**src/inc/fan_cfg_pkg.sv**
```systemverilog
// fan monitor register bank: configuration/status layout, reset values
// assumes a single 25 MHz clock domain; no imports, names used as pkg::name
package fan_cfg_pkg;
   localparam logic [7:0] cfg_reset = 8'h00;
   localparam logic [7:0] stat_reset = 8'h00;
   // configuration byte fields
   localparam int cfg_alert_mask = 7;
   localparam int cfg_standby = 6;
   localparam int cfg_overtemp_shutdown_line_pol = 5;
   localparam int cfg_write_prot = 4;
   localparam int cfg_loop_open = 3;
   localparam int cfg_ovin_inhibit = 2;
   localparam int cfg_ovout_mask = 1;
   localparam int cfg_clear_mode = 0;
   // bits 6..3 are write protected
   localparam logic [7:0] cfg_prot_mask = 8'h78;
   // status byte fields
   localparam int st_overheat = 7;
   localparam int st_alert = 6;
   localparam int st_full = 5;
   localparam int st_high = 4;
   localparam int st_low = 3;
   localparam int st_open = 2;
   localparam int st_overtemp_shutdown_line = 1;
   localparam int st_fanfail = 0;
   // read-clear mask 6..2; the status logic applies it to bits 4..2 only
   localparam logic [7:0] st_read_clr = 8'h7C;
   // fan gain byte: bit that selects fan open loop
   localparam int fg_open_loop = 0;
   localparam logic [7:0] cmd_soft_por = 8'hFC;
endpackage : fan_cfg_pkg

```
**src/fan_monitor_config_status.sv**
```systemverilog
// fan monitor configuration byte and status byte with software reset
// assumes the serial front end decodes commands into one-cycle strobes
//
// Behaviour
// - no conversion starts while supply lockout is active
// - send-byte command FCh resets configuration, status, fan open loop and fault line to power-on values
// - configuration bit 7 masks internal errors from the fault line
// - configuration bit 6 enters standby and stops autonomous conversions
// - configuration bit 5 sets overtemp output polarity, 0 low, 1 high
// - write protect bit 4 blocks config bits 6..3, limit, hysteresis, rate
// - bit 3 opens thermal loop; fan speed holds value, writable only then
// - writing fan gain bit 0 selects fan open loop and sets bit 3
// - bit 2 stops external overtemp level from setting status bit 1
// - bit 1 masks internal overtemp errors from the shutdown output
// - bit 0 zero: status read or alert response clears; one: only response
// - driver over 150C sets bit 7, disables driver until below 140C
// - status bit 6 reads one while the fault line or the external alert line is low
// - status bit 5 shows full scale; reads one in fan open loop
// - status bit 4 set when remote temperature exceeds high limit
// - status bit 3 set when remote temperature is below low limit
// - status bit 2 set when remote diode is open
// - status bit 1 reads one once overtemp shutdown was activated, unless masked by bit 1 or inhibited by bit 2
// - status bit 0 set when tach count exceeds its limit
// - status read clears bits 4..2 unless fault persists; line follows when bit 0 is zero
`timescale 1ns/1ps

module fan_monitor_config_status (
   // clock and reset
   input wire logic clk,
   input wire logic rst,
   // decoded host commands
   input wire logic cfg_wr,
   input wire logic [7:0] cfg_wdata,
   input wire logic status_rd,
   input wire logic send_byte,
   input wire logic [7:0] send_cmd,
   input wire logic alert_response,
   input wire logic fan_gain_wr,
   input wire logic [7:0] fan_gain_wdata,
   input wire logic fan_speed_wr,
   input wire logic limit_wr,
   input wire logic hyst_wr,
   input wire logic rate_wr,
   // condition inputs from the measurement side
   input wire logic supply_lockout,
   input wire logic conv_due,
   input wire logic conv_done,
   input wire logic driver_above_150,
   input wire logic driver_below_140,
   input wire logic driver_full,
   input wire logic remote_high,
   input wire logic remote_low,
   input wire logic diode_open,
   input wire logic tach_over_limit,
   input wire logic overtemp_internal,
   input wire logic overtemp_shutdown_line_in,
   input wire logic alert_line_ext_n,
   // register and control outputs
   output logic [7:0] cfg_q,
   output logic [7:0] status_q,
   output logic fan_open_loop_q,
   output logic standby_q,
   output logic conv_start_q,
   output logic driver_off_q,
   output logic fan_speed_we_q,
   output logic limit_we_q,
   output logic hyst_we_q,
   output logic rate_we_q,
   output logic overtemp_shutdown_line_q,
   output logic fault_n_q
);

   ////////////////////////////////////////////////////////////////////////
   logic soft_por;
   logic prot;
   logic [7:0] st_cond;
   logic alert_src;
   logic alert_clear;

   assign soft_por = send_byte && (send_cmd == fan_cfg_pkg::cmd_soft_por);
   assign prot = cfg_q[fan_cfg_pkg::cfg_write_prot];

   // internal fault conditions, gated by the alert mask
   assign alert_src = !cfg_q[fan_cfg_pkg::cfg_alert_mask] &&
      (remote_high || remote_low || diode_open);

   // clear mode picks which requests may drop the fault line
   assign alert_clear = alert_response ||
      (status_rd && !cfg_q[fan_cfg_pkg::cfg_clear_mode]);

   ////////////////////////////////////////////////////////////////////////
   // configuration byte; protected bits keep their value on config writes under write protect
   always_ff @(posedge clk or posedge rst) begin
      if (rst) begin
         cfg_q <= fan_cfg_pkg::cfg_reset;
      end else if (soft_por) begin
         cfg_q <= fan_cfg_pkg::cfg_reset;
      end else begin
         if (cfg_wr) begin
            if (prot) begin
               cfg_q <= (cfg_q & fan_cfg_pkg::cfg_prot_mask) |
                  (cfg_wdata & ~fan_cfg_pkg::cfg_prot_mask);
            end else begin
               cfg_q <= cfg_wdata;
            end
         end
         // fan open loop forces the thermal loop open, even when protected
         if (fan_gain_wr && fan_gain_wdata[fan_cfg_pkg::fg_open_loop]) begin
            cfg_q[fan_cfg_pkg::cfg_loop_open] <= 1'b1;
         end
      end
   end

   // fan open loop mode from fan gain bit 0
   always_ff @(posedge clk or posedge rst) begin
      if (rst) begin
         fan_open_loop_q <= 1'b0;
      end else if (soft_por) begin
         fan_open_loop_q <= 1'b0;
      end else if (fan_gain_wr) begin
         fan_open_loop_q <= fan_gain_wdata[fan_cfg_pkg::fg_open_loop];
      end
   end

   ////////////////////////////////////////////////////////////////////////
   // write enables to neighbouring registers, blocked by protect/closed loop
   always_ff @(posedge clk or posedge rst) begin
      if (rst) begin
         fan_speed_we_q <= 1'b0;
         limit_we_q <= 1'b0;
         hyst_we_q <= 1'b0;
         rate_we_q <= 1'b0;
      end else begin
         fan_speed_we_q <= fan_speed_wr &&
            cfg_q[fan_cfg_pkg::cfg_loop_open];
         limit_we_q <= limit_wr && !prot;
         hyst_we_q <= hyst_wr && !prot;
         rate_we_q <= rate_wr && !prot;
      end
   end

   ////////////////////////////////////////////////////////////////////////
   // conversion gating: standby and supply lockout both hold conversions
   always_ff @(posedge clk or posedge rst) begin
      if (rst) begin
         standby_q <= 1'b0;
         conv_start_q <= 1'b0;
      end else begin
         standby_q <= cfg_q[fan_cfg_pkg::cfg_standby];
         conv_start_q <= conv_due && !supply_lockout &&
            !cfg_q[fan_cfg_pkg::cfg_standby];
      end
   end

   // driver thermal shutdown with hysteresis between 150 and 140 degrees
   always_ff @(posedge clk or posedge rst) begin
      if (rst) begin
         driver_off_q <= 1'b0;
      end else if (driver_above_150) begin
         driver_off_q <= 1'b1;
      end else if (driver_below_140) begin
         driver_off_q <= 1'b0;
      end
   end

   ////////////////////////////////////////////////////////////////////////
   // overtemp output: internal error masked by bit 1, polarity by bit 5
   always_ff @(posedge clk or posedge rst) begin
      if (rst) begin
         overtemp_shutdown_line_q <= 1'b1; // inactive for the reset polarity
      end else begin
         overtemp_shutdown_line_q <= (overtemp_internal &&
            !cfg_q[fan_cfg_pkg::cfg_ovout_mask]) ==
            cfg_q[fan_cfg_pkg::cfg_overtemp_shutdown_line_pol];
      end
   end

   // fault line latches on a source at conversion end, drops on a clear once the fault ended;
   // a persisting fault holds the line low, and a clear is ignored until it ends
   always_ff @(posedge clk or posedge rst) begin
      if (rst) begin
         fault_n_q <= 1'b1;
      end else if (soft_por) begin
         fault_n_q <= 1'b1;
      end else if (alert_src && (conv_done || fault_n_q == 1'b0)) begin
         fault_n_q <= 1'b0;
      end else if (alert_clear && !alert_src) begin
         fault_n_q <= 1'b1;
      end else if (alert_clear) begin
         fault_n_q <= 1'b1; // re-raised at next conversion end
      end
   end

   ////////////////////////////////////////////////////////////////////////
   // live conditions feeding the status flags
   always_comb begin
      st_cond = 8'h00;
      st_cond[fan_cfg_pkg::st_overheat] = driver_above_150 || driver_off_q;
      st_cond[fan_cfg_pkg::st_alert] = !fault_n_q || !alert_line_ext_n;
      st_cond[fan_cfg_pkg::st_full] = driver_full || fan_open_loop_q;
      st_cond[fan_cfg_pkg::st_high] = remote_high;
      st_cond[fan_cfg_pkg::st_low] = remote_low;
      st_cond[fan_cfg_pkg::st_open] = diode_open;
      st_cond[fan_cfg_pkg::st_overtemp_shutdown_line] = (overtemp_internal &&
         !cfg_q[fan_cfg_pkg::cfg_ovout_mask]) ||
         (overtemp_shutdown_line_in &&
         !cfg_q[fan_cfg_pkg::cfg_ovin_inhibit]);
      st_cond[fan_cfg_pkg::st_fanfail] = tach_over_limit;
   end

   // status byte: sticky 4..1, read clears 4..2; a new event wins over the read
   always_ff @(posedge clk or posedge rst) begin
      if (rst) begin
         status_q <= fan_cfg_pkg::stat_reset;
      end else if (soft_por) begin
         status_q <= fan_cfg_pkg::stat_reset;
      end else begin
         status_q[fan_cfg_pkg::st_overheat] <=
            st_cond[fan_cfg_pkg::st_overheat];
         status_q[fan_cfg_pkg::st_alert] <=
            st_cond[fan_cfg_pkg::st_alert];
         status_q[fan_cfg_pkg::st_full] <=
            st_cond[fan_cfg_pkg::st_full];
         status_q[fan_cfg_pkg::st_fanfail] <=
            st_cond[fan_cfg_pkg::st_fanfail];
         for (int i = fan_cfg_pkg::st_overtemp_shutdown_line; i <= fan_cfg_pkg::st_high;
              i++) begin
            if (st_cond[i]) begin
               status_q[i] <= 1'b1;
            end else if (status_rd && fan_cfg_pkg::st_read_clr[i]) begin
               status_q[i] <= 1'b0;
            end
         end
      end
   end
endmodule : fan_monitor_config_status

```
**config.mk**
```make
export PLATFORM = sky130hd
export DESIGN_NAME = fan_monitor_config_status
export DESIGN_NICKNAME = d
export VERILOG_FILES = /design/src/inc/fan_cfg_pkg.sv /design/src/fan_monitor_config_status.sv
export SDC_FILE = /design/constraint.sdc
export NUM_CORES = 1
export LEC_CHECK = 0
export BUFFER_PORTS_ARGS = -buffer_cell sky130_fd_sc_hd__buf_4
export CAP_MARGIN = 10
export CORE_UTILIZATION = 42
export DETAILED_ROUTE_END_ITERATION = 8
export PLACE_DENSITY = 0.89
export SYNTH_ARGS = -nofsm -noshare
export SYNTH_HDL_FRONTEND = slang
export SYNTH_SLANG_ARGS = --single-unit
```
**constraint.sdc**
```tcl
create_clock -name clk -period 1.7 [get_ports clk]
set_input_delay 0.255 -clock clk [delete_from_list [all_inputs] [get_ports clk]]
set_output_delay 0.255 -clock clk [all_outputs]
set_load 0.01 [all_outputs]
```
======== Yosys cells after proc, flatten, opt, wreduce, memory -nomap -nowiden ========
Index checks and enable logic that the tools add are counted.
Widths: inputs -> output; s select.
storage, ports and cells
  input port bits ......................... 48
  bits in registers ....................... 26
  logic and storage cells ................. 80
operators by class
  reduce and logical (&&, ||, !) cells .... 41
  eq/ne operators ......................... 2
  bitwise gates (word level) .............. 2
  multiplexer cells ....................... 18
operators with widths
  cell                count
  $mux 8              4
  $logic_and 1x1->1   14
  $mux 1              14
  $reduce_bool 3->1   4
  $logic_not 1->1     10
  $eq 8x8->1 const B  1
  $logic_or 1x1->1    8
  $or 7x8->8          1
  $reduce_bool 2->1   4
  $reduce_bool 4->1   1
  $eq 1x1->1          1
  $not 1->1           1

======== Longest topological paths before layout ========
Gate-level depths: netlist of run 1.
  depth in word-level cells ............... 8
  gate-level depth with buffers ........... 4
  depth with buffers taken out ............ 3

======== Worst setup path before layout of run 1 ========
OpenSTA, ideal clock, no wires.
  kind .................................... input -> register
  from .................................... input send_byte
  to ...................................... register status_q[1]
  required time ........................... 1.579 ns
  cell stages on the path ................. 4
  setup slack ............................. 0.563 ns
  arrival time ............................ 1.017 ns
  cells stage by stage .................... nand4_1 > nor4_4 > buf_6 > nor2_1
on the way
  longest elaborated chain between the ends .. 2
ends and longest elaborated chain
  item                                         line                              text
  start: declaration                           fan_monitor_config_status.sv:35   input wire logic send_byte,
  $logic_and 1x1->1 (*)                        fan_monitor_config_status.sv:80   assign soft_por = send_byte && (send_cmd == fan_cfg_pkg::cmd_soft_por);
  $mux 8 or $reduce_bool 2->1 (tied branches)  n/a
  end signal: assignment                       fan_monitor_config_status.sv:214  status_q <= fan_cfg_pkg::stat_reset;
  end signal: assignment                       fan_monitor_config_status.sv:216  status_q <= fan_cfg_pkg::stat_reset;
  end signal: indexed assignment               fan_monitor_config_status.sv:218  status_q[fan_cfg_pkg::st_overheat] <=
  end: declaration                             fan_monitor_config_status.sv:60   output logic [7:0] status_q,
Every way passes the cells marked *; elsewhere a longest branch is shown, timed or not.
A chain may end at the register's enable or synchronous reset.

======== Worst setup path in the final report of run 1 ========
  from .................................... register fault_n_q
  to ...................................... output fault_n_q
RTL lines
  item                      line                              text
  start: declaration        fan_monitor_config_status.sv:70   output logic fault_n_q
  start signal: assignment  fan_monitor_config_status.sv:182  fault_n_q <= 1'b1;
  start signal: assignment  fan_monitor_config_status.sv:184  fault_n_q <= 1'b1;
  start signal: assignment  fan_monitor_config_status.sv:186  fault_n_q <= 1'b0;
No word-level cell between the ends.

==> results.yml, run 1 <==
run_status:
  outcome: "complete, no violations"
routing:
  vias: 865
  wirelength_um: 2130
  avgRoutedWirePerCell_um: 11.6
  drt_iter0_markers: 2
  viasPerCell: 4.73
  ant_nets: 0
  drcViolationCount: 0
  drtPass1Iterations: 4
cells_and_area:
  layout_commonest_cell: "buf_4"
  fin_nets: 204
  drive_above_1_share_pct: 47.7
  finalInstanceArea_um2: 1570
  num_antenna_cells: 0
  layout_common_cells: "68 x buf_4, 24 x dfrtp_1, 16 x nor2_1"
  syn2layout_area_growth_pct: 56.0
grt:
  grt_pass1_vias: 832
  grt_max_degree: 27
  grt_pass1_wl_um: 3300
  gr-usage-all-layers_pct: 17.4
  antenna_found_initial: 0
  grt-ovfl-total: 0
timing:
  setup_viol: 0
  drv_slew: 0
  finalCritPeriodShare_pct: 74.2
  min_period_ps: 1260
  finalHoldViolCount: 0
  rsz0062_at_grt: "no"
  fin_skew_ps: 9.85
  timing.slew.headroom_pct: 75.0
  worstMarginPinSlew_ps: 374
  fmax_mhz: 793
  fin_tns_setup_ps: 0
pwr:
  p_sw_share_pct: 25.3
  ir_worst_vdd_mv: 0.589
  power.total_mw: 1.27
  p_seq_share_pct: 57.2
  pwr-share-comb_pct: 22.3
  p_switching_mw: 0.321
  p_leak_nw: 0.784
  power_density_nw_per_um2: 810
  p_clk_share_pct: 20.5
  cellInternalPower_mw: 0.950
critical_path:
  cp_max_fo: 4
  r2r_setup_slack_ps: 500
  endpoint_kind: "output pin"
  reg2reg_depth: 3
  reg2reg_to: "cfg_q[3]$_DFFE_PP0P_"
  crit_path_max_incr_delay_ps: 580
  r2r-start: "cfg_q[4]$_DFFE_PP0P_"
  arrival_ps: 1010
  slowest_stage: "dfstp_2"
  critPathTopFamily: "flip-flops"
  worstPathRequired_ps: 1440
  path_buf_inv: 1
  cp_cell_sequence: "buf_4"
  worstSetupPathType: "flop to output pin"
  cp-start-kind: "flop"
clocking:
  cts_resized: 0
  clockBufferDepth: 2
  clkLatencyLatePin_ps: 310
  cts_made_buffers: 3
  path_clk_slew_ps: 140
  htree_num_levels: 1
  cts_tree: "built"
  root_buffer: "clkbuf_4"
  cts_num_sinks: 26
synth:
  ys_seq_area_share_pct: 65.0
  syn_area_per_cell_um2: 12.0
  synth_area_leader_cell: "dfrtp_1"
  syn_nets: 132
  syn_inst: 84
  synth_top_area_share_pct: 59.8
  ys_ff_latch: 26
  syn-cell-area_um2: 1000
  ys_top_cells_by_area: "dfrtp_1 60%, mux2i_1 7.0%, nor2_1 6.0%, dfstp_2 5.2%, nor2b_1 4.4%"
  synth.distinct_cells: 20
  ys_warn_count: 0
run:
  cap_viol_max_count: 0
floorplanning:
  coreArea_um2: 2230
  die_h_um: 50.9
  io-pin-count: 74
  rows: 17
  initial_core_util_pct: 45.0
  die_x_um: 50.9
  dieArea_um2: 2590
hold_path:
  min_path_cells: 2
  worstHoldStart: "supply_lockout"
  whs_endpoint: "conv_start_q$_DFF_PP0_"
  min_path_type: "input port to flop"
placed_design:
  dpl_cell_area_um2: 1530
  port_buffers: 66
  globalplace.congestion: 0.745
  hpwl_um: 1700
[sequential cells by signal, indices dropped and copies added (netlist names)]
| signal | cells |
|---|---|
| driver_off_q | 1 |
| status_q | 8 |
| fault_n_q | 1 |
| standby_q | 1 |
| cfg_q | 8 |
| fan_speed_we_q | 1 |
| overtemp_shutdown_line_q | 1 |
| conv_start_q | 1 |
| rate_we_q | 1 |
| limit_we_q | 1 |
| fan_open_loop_q | 1 |
| hyst_we_q | 1 |
[worst max-delay path by stage]
| stage | from | endpoint | slack, ps | cells past startpoint |
|---|---|---|---|---|
| 5_1_grt | cfg_q[4]$_DFFE_PP0P_ | cfg_q[3]$_DFFE_PP0P_ | 380 | 3 |
| 2_1_floorplan | send_byte | status_q[1]$_DFFE_PP0P_ | 560 | 4 |
| 3_3_place_gp | cfg_q[4]$_DFFE_PP0P_ | cfg_q[3]$_DFFE_PP0P_ | 530 | 3 |
| 6_report | fault_n_q$_DFFE_PP1P_ | fault_n_q | 440 | 1 |
| 4_1_cts | fault_n_q$_DFFE_PP1P_ | fault_n_q | 420 | 1 |
| 3_5_place_dp | cfg_q[4]$_DFFE_PP0P_ | cfg_q[3]$_DFFE_PP0P_ | 500 | 3 |
[repair_timing]
| action | in CTS | in global routing |
|---|---|---|
| hold endpoints to repair | 24 | 0 |
| setup buffers | 0 | 0 |
| hold buffers | 1 | 0 |
[power by group through the flow]
stage / Clock [mW] / Combinational [mW] / Sequential (mW)
4_1_cts: 0.272 / 0.287 / 0.727
3_5_place_dp: 0 / 0.286 / 0.738
6_report: 0.261 / 0.283 / 0.727
3_3_place_gp: 0 / 0.276 / 0.735
2_1_floorplan: 0 / 0.0744 / 0.764
5_1_grt: 0.290 / 0.307 / 0.734
[Yosys cell counts]
library cell	instances
nor3b_1	1
inv_1	4
nand4_1	1
dfrtp_1	24
nor3_1	2
xnor2_1	1
o21ai_0	1
a21oi_1	7
buf_4	1
and2_1	1
nand2b_1	2
nand2_1	2
a211o_1	1
nor4_4	1
dfstp_2	2
mux2i_1	7
buf_6	1
nor2_1	16
nor2b_1	7
a21o_1	2
[area by class of cell]
| class | instances | area (um^2) |
|---|---|---|
| clock buffers | 4 | 26.3 |
| well taps | 28 | 35.0 |
| repair buffers | 69 | 520 |
| multi-input cells | 52 | 318 |
| flip-flops and latches | 26 | 653 |
| inverters | 4 | 15.0 |
| fillers | 158 | 666 |
[per-stage QoR]
stage	setup slack [ps]	hold slack (ps)	cells	util, %
2_1_floorplan	563	294	84	-
5_1_grt	378	65.7	183	70.2
4_1_cts	422	68.9	183	70.2
3_3_place_gp	531	326	178	68.6
3_5_place_dp	498	339	178	68.6
6_report	439	75.1	183	70.2
[layer usage]
layer	GRT usage [%]	vias up	wire length, um
met3	4.17	2	189
met4	8.33	0	13
met2	32.5	50	1110
li1	-	417	-
met5	0	-	0
met1	18.1	396	812
[kinds of logic (layout without fill, tap and decap cells)]
| kind of cell | count (synthesis) | in the layout | share of synthesized area, % |
|---|---|---|---|
| muxes | 7 | 7 | 6.97 |
| xor gates and xnor gates | 1 | 1 | 0.872 |
| DFF | 26 | 26 | 65.0 |
| and+or+nand+nor | 33 | 33 | 17.4 |
| AOI/OAI and AO/OA | 11 | 11 | 6.35 |
| buffers and inverters | 6 | 77 | 3.36 |
Power figures use the tool's default switching activity.
==> run 2: changes to the inputs <==
--- a/config.mk
+++ b/config.mk
@@ -7,9 +7,9 @@
 export LEC_CHECK = 0
 export BUFFER_PORTS_ARGS = -buffer_cell sky130_fd_sc_hd__buf_4
 export CAP_MARGIN = 10
-export CORE_UTILIZATION = 42
+export CORE_UTILIZATION = 39
 export DETAILED_ROUTE_END_ITERATION = 8
-export PLACE_DENSITY = 0.89
+export PLACE_DENSITY = 0.84
 export SYNTH_ARGS = -nofsm -noshare
 export SYNTH_HDL_FRONTEND = slang
 export SYNTH_SLANG_ARGS = --single-unit
==> constraint.sdc (replaced) <==
create_clock -name clk -period 1.3 [get_ports clk]
set_input_delay 0.195 -clock clk [delete_from_list [all_inputs] [get_ports clk]]
set_output_delay 0.195 -clock clk [all_outputs]
set_load 0.01 [all_outputs]
==> results.yml, run 2 (synthesized netlist as in run 1, its figures left out) <==
run_status:
  outcome: "complete, no violations"
clocking:
  clkLatencyLatePin_ps: 310
  cts_resized: 0
  post_cts_buffers: 0
  htree_num_levels: 1
  path_clk_slew_ps: 140
  cts_made_buffers: 3
  clockBufferDepth: 2
  root_buffer: "clkbuf_4"
  cts_num_sinks: 26
  cts_tree: "built"
routing:
  drt_iter0_markers: 11
  ant_nets: 0
  avgRoutedWirePerCell_um: 12.2
  wirelength_um: 2280
  vias: 886
  viasPerCell: 4.76
  drtPass1Iterations: 3
  drcViolationCount: 0
pwr:
  p_leak_nw: 0.794
  p_seq_share_pct: 55.1
  p_sw_share_pct: 25.0
  p_switching_mw: 0.432
  pwr-share-comb_pct: 21.5
  ir_worst_vdd_mv: 0.699
  power_density_nw_per_um2: 1090
  cellInternalPower_mw: 1.29
  p_clk_share_pct: 23.3
cells_and_area:
  num_antenna_cells: 0
  layout_commonest_cell: "buf_4"
  drive_above_1_share_pct: 48.7
  layout_common_cells: "69 x buf_4, 24 x dfrtp_1, 16 x nor2_1"
  fin_util_pct: 64.7
  reg_top3: "cfg_q (8), status_q (8)"
  fin_nets: 205
  finalInstanceArea_um2: 1590
  syn2layout_area_growth_pct: 58.0
timing:
  drv_slew: 0
  setup_viol: 0
  holdWs_ps: 12.9
  fmax_mhz: 819
  rsz0062_at_grt: "no"
  fin_tns_setup_ps: 0
  layout_setup_ws_ps: 79.2
  timing.slew.headroom_pct: 74.2
  finalHoldViolCount: 0
  worstMarginPinSlew_ps: 386
  finalCritPeriodShare_pct: 93.9
  min_period_ps: 1220
  fin_skew_ps: 1.67
floorplanning:
  rows: 18
  dieArea_um2: 2780
  io-pin-count: 74
  coreArea_um2: 2450
  die_x_um: 52.8
  die_h_um: 52.8
  initial_core_util_pct: 40.9
grt:
  grt_max_degree: 27
  gr-usage-all-layers_pct: 17.0
  antenna_found_initial: 0
  grt-ovfl-total: 0
  grt_pass1_wl_um: 3370
  grt_pass1_vias: 840
critical_path:
  arrival_ps: 1030
  worstPathRequired_ps: 1110
  cp_max_fo: 4
  worstSetupPathType: "flop to output pin"
  cp-start-kind: "flop"
  path_buf_inv: 1
  slowest_stage: "dfstp_2"
  crit_path_max_incr_delay_ps: 590
  cp_cell_sequence: "buf_4"
  endpoint_kind: "output pin"
  critPathTopFamily: "flip-flops"
hold_path:
  min_path_type: "input port to flop"
placed_design:
  globalplace.congestion: 0.676
  dpl_cell_area_um2: 1540
  port_buffers: 66
  hpwl_um: 1790
  dpl_worst_slack_ps: 172
run:
  cap_viol_max_count: 0
==> run 2: cell types whose count changed in the layout (fill, tap and decap cells not counted), sizes merged <==
cell	previous run	this run
buf	68	69
==> run 2: power by group through the flow <==
stage	Sequential [mW]	Combinational, mW	Clock (mW)
CTS	0.953	0.380	0.419
global route	0.963	0.405	0.446
detailed placement	0.968	0.378	0
global placement	0.961	0.363	0
floorplan	0.999	0.0972	0
finish	0.952	0.372	0.402
==> run 2: cell type report <==
class                      instances  area [um^2]
inverter                           4         15.0
multi-input combinational         52          318
timing repair buffer              70          528
sequential                        26          653
tap                               30         37.5
clock buffer                       4         36.3
fill                             220          867
==> run 2: what timing repair did <==
action | 4_1_cts | 5_1_grt
hold buffers | 1 | 0
setup endpoints to repair | 0 | 0
endpoints found under the hold margin | 24 | 0
==> run 2: per-layer routing <==
| layer | track usage (%) | vias up | wire length, um |
|---|---|---|---|
| met2 | 29.3 | 47 | 1250 |
| met3 | 4.64 | 2 | 217 |
| met5 | 0 | - | 0 |
| li1 | - | 420 | - |
| met1 | 19.5 | 417 | 798 |
| met4 | 7.46 | 0 | 12 |
==> run 2: through the flow <==
stage,total power [mW],instances
floorplan,1.10,84
global placement,1.32,181
detailed placement,1.35,181
CTS,1.75,186
global route,1.81,186
finish,1.73,186
==> run 2: final timing paths <==
check / slack [ps] / end / depth (start not counted) / from
setup / recovery: 80 / fault_n_q / 1 / fault_n_q$_DFFE_PP1P_
hold / removal: 10 / conv_start_q$_DFF_PP0_ / 2 / supply_lockout
setup reg to reg: 160 / cfg_q[3]$_DFFE_PP0P_ / 3 / cfg_q[4]$_DFFE_PP0P_
hold reg to reg: 460 / standby_q$_DFF_PP0_ / 0 / cfg_q[6]$_DFFE_PP0P_
max in group asynchronous: 540 / fault_n_q$_DFFE_PP1P_ / 4 / rst
min in group asynchronous: 470 / cfg_q[4]$_DFFE_PP0P_ / 4 / rst
==> run 3: changes to the inputs <==
--- a/config.mk
+++ b/config.mk
@@ -8,8 +8,10 @@
 export BUFFER_PORTS_ARGS = -buffer_cell sky130_fd_sc_hd__buf_4
 export CAP_MARGIN = 10
 export CORE_UTILIZATION = 39
+export CTS_CLUSTER_SIZE = 28
 export DETAILED_ROUTE_END_ITERATION = 8
 export PLACE_DENSITY = 0.84
+export SETUP_SLACK_MARGIN = 0.3
 export SYNTH_ARGS = -nofsm -noshare
 export SYNTH_HDL_FRONTEND = slang
 export SYNTH_SLANG_ARGS = --single-unit
==> constraint.sdc (replaced) <==
create_clock -name clk -period 1.2 [get_ports clk]
set_input_delay 0.18 -clock clk [delete_from_list [all_inputs] [get_ports clk]]
set_output_delay 0.18 -clock clk [all_outputs]
set_load 0.01 [all_outputs]
==> results.yml, run 3 (synthesized netlist as in run 1, its figures left out) <==
run_status:
  outcome: "complete, no violations"
routing:
  drtPass1Iterations: 4
  wirelength_um: 2660
  viasPerCell: 4.90
  avgRoutedWirePerCell_um: 13.4
  drt_iter0_markers: 21
  drcViolationCount: 0
  ant_nets: 0
  vias: 976
critical_path:
  arrival_ps: 970
  r2r_setup_slack_ps: 120
  r2r-start: "cfg_q[4]$_DFFE_PP0P_"
  setup.worst_path.end: "cfg_q[4]"
  cp_max_fo: 2
  worstPathRequired_ps: 1020
  worstSetupPathType: "flop to output pin"
  cp-start-kind: "flop"
  endpoint_kind: "output pin"
  reg2reg_to: "cfg_q[3]$_DFFE_PP0P_"
  crit_start: "cfg_q[4]$_DFFE_PP0P_"
  reg2reg_depth: 4
grt:
  antenna_found_initial: 0
  grtUsageMet1_pct: 23.3
  gr-usage-all-layers_pct: 20.2
  met2_usage_pct: 36.5
  top_usage_layer: "met2"
  grt-ovfl-total: 0
  use_met3_pct: 4.06
  grt_max_degree: 27
  grt_pass1_vias: 940
  grt_pass1_wl_um: 4040
placed_design:
  port_buffers: 66
  hpwl_um: 1680
  globalplace.congestion: 0.666
timing:
  fin_tns_setup_ps: 0
  setup_viol: 0
  finalHoldViolCount: 0
  rsz0062_at_grt: "yes"
  drv_slew: 0
  worstMarginPinSlew_ps: 321
  min_period_ps: 1150
  finalCritPeriodShare_pct: 95.5
  fmax_mhz: 873
  fin_skew_ps: 4.06
  timing.slew.headroom_pct: 78.6
cells_and_area:
  layout_common_cells: "50 x buf_4, 31 x buf_6, 24 x dfrtp_1"
  syn2layout_area_growth_pct: 83.9
  fin_nets: 218
  num_antenna_cells: 0
  reg_top3: "cfg_q (8), status_q (8)"
  fin_util_pct: 75.3
  layout_commonest_cell: "buf_4"
  drive_above_1_share_pct: 56.8
clocking:
  clkLatencyLatePin_ps: 300
  cts_num_sinks: 26
  root_buffer: "clkbuf_4"
  htree_num_levels: 1
  cts_tree: "built"
  path_clk_slew_ps: 130
  clockBufferDepth: 2
  cts_made_buffers: 3
floorplanning:
  dieArea_um2: 2780
  coreArea_um2: 2450
  io-pin-count: 74
  rows: 18
  die_h_um: 52.8
  die_x_um: 52.8
  initial_core_util_pct: 40.9
pwr:
  power_density_nw_per_um2: 1090
  ir_worst_vdd_mv: 0.780
  p_leak_nw: 0.907
hold_path:
  min_path_type: "input port to flop"
run:
  cap_viol_max_count: 0
run 3: worst max-delay path: stages, from the launching register on:
cell and delay (ps):
dfrtp_1 430, buf_6 130, buf_6 110
run 3: layout make-up:
cell class	count	area, um^2
Timing Repair Buffer	83	744
Multi-Input combinational cell	52	362
Fill cell	173	607
Clock buffer	4	36.3
Sequential cell	26	653
Tap cell	30	37.5
Inverter	4	15.0
run 3: worst min-delay path by stage:
stage	start	endpoint	slack [ps]	cells past startpoint
after floorplan	rst	cfg_q[0]$_DFFE_PP0P_	220	1
final	alert_line_ext_n	status_q[6]$_DFF_PP0_	30	2
after global placement	rst	conv_start_q$_DFF_PP0_	250	3
after CTS	supply_lockout	conv_start_q$_DFF_PP0_	4	2
after global routing	alert_line_ext_n	status_q[6]$_DFF_PP0_	8	2
after detailed placement	rst	standby_q$_DFF_PP0_	260	3
run 3: report_power, final:
part,total (mW),internal (mW),leakage (nW),switching (mW)
clock network,0.423,0.185,0.0210,0.238
registers,1.04,0.974,0.295,0.0615
logic,0.559,0.357,0.591,0.202
total,2.02,1.52,0.907,0.502
run 3: timing repair:
item / CTS / global route
gates resized for setup: 29 / 12
setup buffers: 10 / 2
hold buffers: 1 / 1
hold endpoints to repair: 24 / 1
pin swaps: 2 / 5
endpoints found under the setup margin: 29 / 37
gates cloned: 0 / 0
run 3: routing by layer:
| layer | part of all wire (%) | vias to the layer above |
|---|---|---|
| met3 | 8.1 | 4 |
| met1 | 35 | 472 |
| met4 | 1.4 | 0 |
| met5 | 0 | - |
| met2 | 56 | 58 |
| li1 | - | 442 |
run 3: through the flow:
step	cells	total power [mW]	area, um^2	hold WS, ps	setup slack [ps]
after floorplan	84	1.19	1010	219	138
after global placement	181	1.43	1540	254	146
after detailed placement	181	1.45	1540	262	113
after CTS	196	2.00	1780	3.76	36.4
after global routing	199	2.12	1850	8.42	7.36
final	199	2.02	1850	26.4	54.2
